==> config.mk <==
export PLATFORM = sky130hd
export DESIGN_NAME = ttc_top
export DESIGN_NICKNAME = d
export VERILOG_FILES = /design/src/verilog/ttc_pkg.sv /design/src/verilog/ttc_top.sv
export VERILOG_INCLUDE_DIRS = /design/src /design/src/verilog
export SDC_FILE = /design/constraint.sdc
export NUM_CORES = 1
export LEC_CHECK = 0
export BUFFER_PORTS_ARGS = -buffer_cell sky130_fd_sc_hd__buf_2
export CORE_MARGIN = 3
export CORE_UTILIZATION = 55
export CTS_BUF_LIST = sky130_fd_sc_hd__clkbuf_16
export DETAILED_ROUTE_END_ITERATION = 16
export PLACE_DENSITY = 0.84
export SLEW_MARGIN = 20
export SYNTH_ARGS = -nofsm -noshare
export SYNTH_HDL_FRONTEND = slang
export SYNTH_SLANG_ARGS = --single-unit
export TNS_END_PERCENT = 20
==> constraint.sdc <==
create_clock -name clk_sys -period 8.3 [get_ports clk_sys]
set_clock_uncertainty 0.1 [all_clocks]
set_input_delay 1.66 -clock clk_sys [delete_from_list [all_inputs] [get_ports clk_sys]]
set_output_delay 1.66 -clock clk_sys [all_outputs]
set_load 0.05 [all_outputs]
==> src/verilog/ttc_params.svh <==
// Constants for the thermal throttle control block: offsets, fields, resets, timing.
// Assumes the including file follows with the ttc package and top module.
`ifndef TTC_PARAMS_SVH
`define TTC_PARAMS_SVH
// Register indices on the model-specific register port
`define TTC_ADDR_PKG_LOG    12'h1b1
`define TTC_ADDR_CLK_CTL    12'h7f2
`define TTC_ADDR_THERM_CFG  12'h7f0
`define TTC_ADDR_MEM_THR    12'h7f1
// Package thermal log fields
`define TTC_LOG_CRIT_STS    0
`define TTC_LOG_CRIT_STICKY 1
// Core throttle control fields
`define TTC_CLK_FINE_BIT    0
`define TTC_CLK_DUTY_LSB    1
`define TTC_CLK_DUTY_MSB    3
`define TTC_CLK_EN_BIT      4
// Thermal config fields
`define TTC_CFG_CIRC_LOW    0
`define TTC_CFG_IRQ_EN      1
// Memory threshold fields
`define TTC_MEM_WARM_T_LSB  0
`define TTC_MEM_HOT_T_LSB   8
`define TTC_MEM_WARM_P_LSB  16
`define TTC_MEM_HOT_P_LSB   32
`define TTC_MEM_THR_RESET   64'h0000_ffff_c000_5550
// Temperatures in degrees C
`define TTC_CIRC_TEMP_DEF   8'd100
`define TTC_CIRC_TEMP_LOW   8'd80
`define TTC_CRIT_TEMP       8'd105
`define TTC_TRIP_TEMP       8'd125
// Critical hold time and clock period
`define TTC_CRIT_HOLD_NS    1000
`define TTC_CLK_PERIOD_NS   50
`define TTC_CRIT_HOLD_CYC   ((`TTC_CRIT_HOLD_NS + `TTC_CLK_PERIOD_NS - 1) / `TTC_CLK_PERIOD_NS)
`define TTC_CIRC_DUTY       4'h8
`endif

==> src/verilog/ttc_pkg.sv <==
// Types shared by the thermal throttle control block.
// Assumes ttc_params.svh supplies all numeric constants.
`default_nettype none
package ttc_pkg;
	// Critical-temperature tracking states, one-hot
	typedef enum logic [2:0] {
		TTC_CRIT_IDLE = 3'b001,
		TTC_CRIT_WAIT = 3'b010,
		TTC_CRIT_HIT  = 3'b100
	} ttc_crit_e;
	// Memory throttle severity
	typedef enum logic [1:0] {
		TTC_MEM_NONE = 2'h0,
		TTC_MEM_WARM = 2'h1,
		TTC_MEM_HOT  = 2'h2
	} ttc_mem_e;
endpackage
`default_nettype wire

==> src/verilog/ttc_top.sv <==
// Thermal throttle control: critical detect, trip, core clock modulation, memory throttle.
// Assumes synchronous inputs on clk_sys and a register port driven by one core agent.
//
// Contract
// - Critical status and sticky log, optional interrupt
// - Critical detect from package temperature before trip
// - Circuit duty overrides on-demand while engaged
// - I/O-emulated duty beats register duty
// - Enable bit 4 starts modulation at once
// - Duty from bits 3:1, or bits 3:0 when FINE_STEP is set
// - Register path modulates each core independently
// - I/O path modulates all cores together
// - Memory throttle at warm and hot levels
// - Warm intermediate, hot most severe
// - Accept status from injected temperature or external pins
// - Per-rank power estimate against power thresholds
// - Circuit activates at 100, optionally 80
// - Trip output on damage temperature, always
`include "ttc_params.svh"
`timescale 1ns/1ns
`default_nettype none
module ttc_top
	import ttc_pkg::*;
#(
	parameter int NUM_CORES = 4,
	parameter int NUM_RANKS = 2,
	parameter bit FINE_STEP = 1'b0
)(
	input  wire logic                  clk_sys,
	input  wire logic                  rst,
	input  wire logic                  reg_wr,
	input  wire logic                  reg_rd,
	input  wire logic [11:0]           reg_addr,
	input  wire logic [1:0]            reg_core,
	input  wire logic [63:0]           reg_wdata,
	output logic      [63:0]           reg_rdata,
	input  wire logic [7:0]            pkg_temp,
	input  wire logic                  io_mod_en,
	input  wire logic [2:0]            io_mod_duty,
	input  wire logic                  mem_sensor_present,
	input  wire logic                  mem_temp_valid,
	input  wire logic [7:0]            mem_temp_inj,
	input  wire logic [1:0]            external_memtemp_pins,
	input  wire logic [NUM_RANKS*16-1:0] rank_power,
	output logic                       thermal_control_circuit_on,
	output logic                       thermal_irq,
	output logic                       catastrophic_trip_out,
	output logic      [NUM_CORES-1:0]  core_clk_en,
	output logic      [1:0]            mem_throttle_level,
	output logic                       mem_traffic_allow
);
	// Active cycles in a 16-cycle period for a duty field and step size
	function automatic logic [4:0] ttc_active(input logic [3:0] duty, input logic fine);
		logic [4:0] n;
		n = fine ? {1'b0, duty} : {1'b0, duty[3:1], 1'b0};
		ttc_active = (n == 5'h00) ? 5'h10 : n; // Zero is reserved: run unthrottled
	endfunction
	////////////////////////////////////////////////////////////////////////////
	// Register file
	logic [4:0]  clk_ctl_ff [NUM_CORES];
	logic [4:0]  nxt_clk_ctl [NUM_CORES];
	logic [1:0]  cfg_ff, nxt_cfg;
	logic [63:0] mem_thr_ff, nxt_mem_thr;
	logic        crit_sticky_ff, nxt_crit_sticky;
	logic [63:0] rdata_ff, nxt_rdata;
	logic        crit_set;
	ttc_crit_e   crit_st_ff, nxt_crit_st;
	// Sticky log clears on written zero; a new critical event wins the race
	always_comb
	begin
		nxt_cfg = cfg_ff;
		nxt_mem_thr = mem_thr_ff;
		nxt_crit_sticky = crit_sticky_ff;
		nxt_rdata = rdata_ff;
		for (int i = 0; i < NUM_CORES; i++)
			nxt_clk_ctl[i] = clk_ctl_ff[i];
		if (reg_wr)
		begin
			case (reg_addr)
				`TTC_ADDR_CLK_CTL:
					nxt_clk_ctl[reg_core] = reg_wdata[4:0];
				`TTC_ADDR_THERM_CFG:
					nxt_cfg = reg_wdata[1:0];
				`TTC_ADDR_MEM_THR:
					nxt_mem_thr = reg_wdata;
				`TTC_ADDR_PKG_LOG:
					if (!reg_wdata[`TTC_LOG_CRIT_STICKY])
						nxt_crit_sticky = 1'b0;
				default:
					nxt_cfg = cfg_ff;
			endcase
		end
		if (crit_set)
			nxt_crit_sticky = 1'b1;
		if (reg_rd)
		begin
			case (reg_addr)
				`TTC_ADDR_CLK_CTL:
					nxt_rdata = {59'h0, clk_ctl_ff[reg_core]};
				`TTC_ADDR_THERM_CFG:
					nxt_rdata = {62'h0, cfg_ff};
				`TTC_ADDR_MEM_THR:
					nxt_rdata = mem_thr_ff;
				`TTC_ADDR_PKG_LOG:
					nxt_rdata = {62'h0, crit_sticky_ff, crit_st_ff == TTC_CRIT_HIT};
				default:
					nxt_rdata = 64'h0;
			endcase
		end
	end
	// Registers only
	always_ff @(posedge clk_sys or posedge rst)
	begin
		if (rst)
		begin
			cfg_ff <= 2'h0;
			mem_thr_ff <= `TTC_MEM_THR_RESET;
			crit_sticky_ff <= 1'b0;
			rdata_ff <= 64'h0;
			for (int i = 0; i < NUM_CORES; i++)
				clk_ctl_ff[i] <= 5'h00;
		end
		else
		begin
			cfg_ff <= nxt_cfg;
			mem_thr_ff <= nxt_mem_thr;
			crit_sticky_ff <= nxt_crit_sticky;
			rdata_ff <= nxt_rdata;
			for (int i = 0; i < NUM_CORES; i++)
				clk_ctl_ff[i] <= nxt_clk_ctl[i];
		end
	end
	assign reg_rdata = rdata_ff;

	////////////////////////////////////////////////////////////////////////////
	// Thermal circuit activation, critical detection and trip
	logic [7:0] circ_temp;
	logic [4:0] hold_ff, nxt_hold;
	logic       circ_on_ff, nxt_circ_on;
	logic       trip_ff, nxt_trip;
	logic       irq_ff, nxt_irq;
	// Critical needs the circuit engaged and heat persisting for the hold time
	always_comb
	begin
		circ_temp = cfg_ff[`TTC_CFG_CIRC_LOW] ? `TTC_CIRC_TEMP_LOW
			: `TTC_CIRC_TEMP_DEF;
		nxt_circ_on = (pkg_temp >= circ_temp);
		nxt_trip = trip_ff | (pkg_temp >= `TTC_TRIP_TEMP);
		nxt_crit_st = crit_st_ff;
		nxt_hold = hold_ff;
		crit_set = 1'b0;
		case (crit_st_ff)
			TTC_CRIT_IDLE:
				if (circ_on_ff && pkg_temp >= `TTC_CRIT_TEMP)
				begin
					nxt_crit_st = TTC_CRIT_WAIT;
					nxt_hold = 5'h01;
				end
			TTC_CRIT_WAIT:
				if (!circ_on_ff || pkg_temp < `TTC_CRIT_TEMP)
					nxt_crit_st = TTC_CRIT_IDLE;
				else if (hold_ff >= 5'(`TTC_CRIT_HOLD_CYC))
				begin
					nxt_crit_st = TTC_CRIT_HIT;
					crit_set = 1'b1;
				end
				else
					nxt_hold = hold_ff + 5'h01;
			TTC_CRIT_HIT:
				if (pkg_temp < `TTC_CRIT_TEMP)
					nxt_crit_st = TTC_CRIT_IDLE;
			default:
				nxt_crit_st = TTC_CRIT_IDLE;
		endcase
		nxt_irq = crit_set & cfg_ff[`TTC_CFG_IRQ_EN];
	end
	// Trip stays latched until reset: the package is shutting down
	always_ff @(posedge clk_sys or posedge rst)
	begin
		if (rst)
		begin
			crit_st_ff <= TTC_CRIT_IDLE;
			hold_ff <= 5'h00;
			circ_on_ff <= 1'b0;
			trip_ff <= 1'b0;
			irq_ff <= 1'b0;
		end
		else
		begin
			crit_st_ff <= nxt_crit_st;
			hold_ff <= nxt_hold;
			circ_on_ff <= nxt_circ_on;
			trip_ff <= nxt_trip;
			irq_ff <= nxt_irq;
		end
	end
	assign thermal_control_circuit_on = circ_on_ff;
	assign catastrophic_trip_out = trip_ff;
	assign thermal_irq = irq_ff;

	////////////////////////////////////////////////////////////////////////////
	// Core clock modulation
	logic [3:0]           mod_cnt_ff, nxt_mod_cnt;
	logic [NUM_CORES-1:0] clk_en_ff, nxt_clk_en;
	logic [4:0]           act;
	// Priority: thermal circuit, then I/O path, then per-core register
	always_comb
	begin
		nxt_mod_cnt = mod_cnt_ff + 4'h1;
		act = 5'h10;
		for (int i = 0; i < NUM_CORES; i++)
		begin
			if (circ_on_ff)
				act = ttc_active(`TTC_CIRC_DUTY, FINE_STEP);
			else if (io_mod_en)
				act = ttc_active({io_mod_duty, 1'b0}, FINE_STEP);
			else if (clk_ctl_ff[i][`TTC_CLK_EN_BIT])
				act = ttc_active(clk_ctl_ff[i][3:0], FINE_STEP);
			else
				act = 5'h10;
			nxt_clk_en[i] = ({1'b0, nxt_mod_cnt} < act);
		end
	end

	// Registered enable keeps glitches off the core clock gates
	always_ff @(posedge clk_sys or posedge rst)
	begin
		if (rst)
		begin
			mod_cnt_ff <= 4'h0;
			clk_en_ff <= '1;
		end
		else
		begin
			mod_cnt_ff <= nxt_mod_cnt;
			clk_en_ff <= nxt_clk_en;
		end
	end
	assign core_clk_en = clk_en_ff;

	////////////////////////////////////////////////////////////////////////////
	// Memory thermal throttle
	ttc_mem_e   mem_lvl_ff, nxt_mem_lvl;
	logic [7:0] mem_temp_ff, nxt_mem_temp;
	logic       allow_ff, nxt_allow;
	logic       warm, hot;
	// Closed loop uses injected temperature and pins; open loop uses rank power
	always_comb
	begin
		nxt_mem_temp = mem_temp_valid ? mem_temp_inj : mem_temp_ff;
		warm = 1'b0;
		hot = 1'b0;
		if (mem_sensor_present)
		begin
			warm = (mem_temp_ff >= mem_thr_ff[`TTC_MEM_WARM_T_LSB +: 8]) | external_memtemp_pins[0];
			hot = (mem_temp_ff >= mem_thr_ff[`TTC_MEM_HOT_T_LSB +: 8]) | external_memtemp_pins[1];
		end
		else
			for (int r = 0; r < NUM_RANKS; r++)
			begin
				warm = warm | (rank_power[r*16 +: 16] > mem_thr_ff[`TTC_MEM_WARM_P_LSB +: 16]);
				hot = hot | (rank_power[r*16 +: 16] > mem_thr_ff[`TTC_MEM_HOT_P_LSB +: 16]);
			end
		nxt_mem_lvl = hot ? TTC_MEM_HOT : (warm ? TTC_MEM_WARM : TTC_MEM_NONE);
		// Warm passes half the slots, hot a quarter
		case (mem_lvl_ff)
			TTC_MEM_WARM:
				nxt_allow = ~mod_cnt_ff[0];
			TTC_MEM_HOT:
				nxt_allow = (mod_cnt_ff[1:0] == 2'h0);
			default:
				nxt_allow = 1'b1;
		endcase
	end

	// Memory state registers
	always_ff @(posedge clk_sys or posedge rst)
	begin
		if (rst)
		begin
			mem_lvl_ff <= TTC_MEM_NONE;
			mem_temp_ff <= 8'h00;
			allow_ff <= 1'b1;
		end
		else
		begin
			mem_lvl_ff <= nxt_mem_lvl;
			mem_temp_ff <= nxt_mem_temp;
			allow_ff <= nxt_allow;
		end
	end
	assign mem_throttle_level = mem_lvl_ff;
	assign mem_traffic_allow = allow_ff;
endmodule
`default_nettype wire

==> results by group <==
Floorplanning
  • Die area: 0.0191 mm²
  • Die Height: 138 µm
  • Rows: 47
  • Core Box Area: 0.0168 mm²
  • Initial Util: 57.1%
  • Ports: 212
  • Die Span X: 138 µm

Drt
  • DRT Pass-1 Iters: 5
  • Detail Route Antenna Nets: 0
  • Wirelength per Cell: 17.8 µm
  • Routed wire length: 24,000 µm
  • # DRC: 0
  • Vias post-DR: 7,576
  • 1st-iter DRT viols: 544
  • Vias/cell: 5.62

Pwr
  • Max VDD drop: 0.172 mV
  • Reg power frac: 49.6%
  • Net switching power: 0.479 mW
  • Pwr per Cell Area: 161 mW/mm²
  • Clock power share: 40.2%
  • Comb power frac: 10.1%
  • Internal power: 1.36 mW
  • Sw Share: 26.1%
  • Leak: 5.50 nW

STA
  • Setup ws final: 4240 ps
  • Min Hold Slack: 384 ps
  • Final setup vio count: 0
  • Setup TNS: 0 ps
  • Max-slew violations: 0
  • Fmax: 0.247 GHz
  • RSZ-0062 raised after global routing: no
  • Post-route minimum period: 4060 ps
  • Final Hold Viols: 0
  • Fin crit share: 48.9%
  • Worst Max-Slew Pin Slew: 905 ps
  • Slew headroom: 39.7%

Worst setup path
  • Buf+Inv Stages, Crit Path: 2
  • Crit path arrival time: 4260 ps
  • Largest fanout on the critical path: 65
  • Startpoint Class: primary input
  • Required time worst endpoint: 8500 ps
  • Worst path max stage delay: 660 ps
  • Cell family with most CP delay: simple AND/OR/NAND/NOR gates
  • Critical path type: primary input to register
  • Crit end category: register
  • Slowest cell on crit path: nand2_4
  • Crit path cell chain: buf_2 -> and4b_1 -> nand3_2 -> nor3_2 -> buf_4 -> nand2_4 -> mux2_1

Logic synthesis
  • Post-Synth Simple-Gate Area: 10.6%
  • Main combinational cell family by area after synthesis: adder cells
  • Yosys cell types: 51
  • Syn avg cell area: 10.6 µm²
  • Post-Synthesis Cells: 909
  • Post-Synth Adder-Cell Area: 12.6%
  • Top_reg_cell synth: dfrtp_1
  • Post-synth design cell area: 0.00960 mm²
  • Post-Synth XOR/XNOR Area: 0.183%
  • Ys async rst share: 100%
  • Post-synthesis compound-gate area fraction: 10.8%
  • Yosys warning count: 0
  • Register area share after synthesis: 47.6%
  • Total nets after synthesis: 1,144
  • Mux contribution to synthesized area: 12.1%
  • Flops & latches, synth: 181
  • Post-synth EDFFs: 0

Clocking
  • CTS Root Cell: clkbuf_16
  • Post-CTS setup buffers: 0
  • Post-CTS sizing: 0
  • Cts bufs inserted: 17
  • Worst skew pair latency: 430 ps
  • Clock transition at path regs: 70 ps
  • Post-CTS Hold Buffers: 0
  • Max clock buf depth: 2
  • TritonCTS clock tree: built
  • H-tree levels: 4
  • CTS sink cnt: 181

Cells and area
  • Most common cell after layout, fill and taps aside: buf_2
  • Most frequent cells in the layout: buf_2 (210), dfrtp_1 (151), inv_1 (121)
  • Proportion of layout cells with a drive suffix above 1: 33.5%
  • P&R area growth vs syn: 18.9%
  • Fill count: 1,303
  • NumNets Final: 1,347

GRT
  • Largest net degree at the start of global routing: 99
  • Gr usage total: 25.2%
  • Overflow after GRT: 0
  • First-pass GRT wire length: 39,100 µm
  • Number of global-route vias before repair: 7,752
  • Initial antenna violation count: 1

Placement
  • Gpl congestion: 0.932
  • Placement Setup Slack: 3830 ps
  • Post-detail-place hpwl: 18,000 µm
  • Port Buffers: 211

Job
  • Max-cap violation count: 0

Outcome
  • Status: finished clean

Worst hold path
  • Worst hold path type: register to register
## worst paths after layout
path,from,endpoint,slack (ps),cells past startpoint
min reg2reg,catastrophic_trip_out,catastrophic_trip_out,380,2
max in group asynchronous,rst,core_clk_en[0],5440,4
max,reg_addr[11],mem_thr_ff[56],4240,7
max reg2reg,mem_thr_ff[47],mem_throttle_level[0],5800,9
min in group asynchronous,rst,reg_rdata[26],1300,2
min,catastrophic_trip_out,catastrophic_trip_out,380,2
## routing by layer
metal	share of wire (%)	GRT usage, %
met1	42	32.9
met2	50	42.6
met3	6.1	5.11
met4	2.2	7.85
met5	0	0
## area by class of cell
type / count / area [µm²] / area share, %
sequential: 181 / 4570 / 40.0
multi-input combinational: 576 / 4460 / 39.1
timing repair buffer: 215 / 1110 / 9.71
inverter: 121 / 459 / 4.02
clock buffer: 17 / 425 / 3.73
tap: 220 / 275 / 2.41
clock inverter: 15 / 105 / 0.921
antenna: 3 / 7.51 / 0.0658
## synthesized netlist by cell type, types with 4 or more instances
cell type / instances / area share, %
dfrtp_1: 151 / 39
inv_1: 121 / 4.7
ha_1: 97 / 13
mux2_2: 88 / 10
o21ai_0: 88 / 4.6
nand3_1: 82 / 4.3
a21oi_1: 49 / 2.6
nand2_1: 44 / 1.7
dfstp_2: 30 / 8.2
nor2_1: 19 / 0.74
clkbuf_1: 14 / 0.55
nand4_1: 11 / 0.72
a21o_1: 9 / 0.70
buf_1: 9 / 0.35
nor2b_1: 9 / 0.59
buf_2: 8 / 0.42
nor4_1: 7 / 0.46
mux2_1: 5 / 0.59
mux4_2: 5 / 1.2
o21a_1: 5 / 0.39
nand2b_1: 4 / 0.26
o31a_1: 4 / 0.36
## registers in the layout, indices dropped and copies added, names as in the netlist, 3 cells and up
name,cells
mem_thr_ff,64
mod_cnt_ff,4
mem_temp_ff,8
hold_ff,5
crit_st_ff,3
reg_rdata,64
core_clk_en,4
clk_ctl_ff,20
## power by group through the flow
stage / registers, mW / logic, mW / clock network (mW)
floorplan: 0.935 / 0.0965 / 0
global placement: 0.926 / 0.175 / 0
detailed placement: 0.927 / 0.183 / 0
CTS: 0.911 / 0.184 / 0.748
global route: 0.912 / 0.209 / 0.785
finish: 0.911 / 0.186 / 0.738
## tightest hold or removal path: cells and delay by family, from the launching register on
| kind | cells | cell delay (ps) |
|---|---|---|
| and+or+nand+nor | 1 | 40 |
| DFF | 1 | 350 |
| AOI/OAI and AO/OA | 1 | 50 |
## cells by family (layout without fill, tap and decap cells)
group,count (synthesis),after routing
other,0,3
adder cells (fa/ha/maj),97,97
AO/OA/AOI/OAI,181,181
buffers and inverters,152,368
multiplexers,98,98
AND/OR/NAND/NOR,198,198
flip-flops,181,181
XOR/XNOR,2,2
## per-stage QoR
stage	util, %	std cells	total power, mW	area [µm²]
after CTS	67.6	1344	1.84	11400
after global placement	64.5	1312	1.10	10800
after detailed placement	64.5	1312	1.11	10800
after floorplan	-	909	1.03	9600
after global routing	67.8	1346	1.91	11400
final	67.8	1348	1.83	11400
Power figures use the tool's default switching activity.
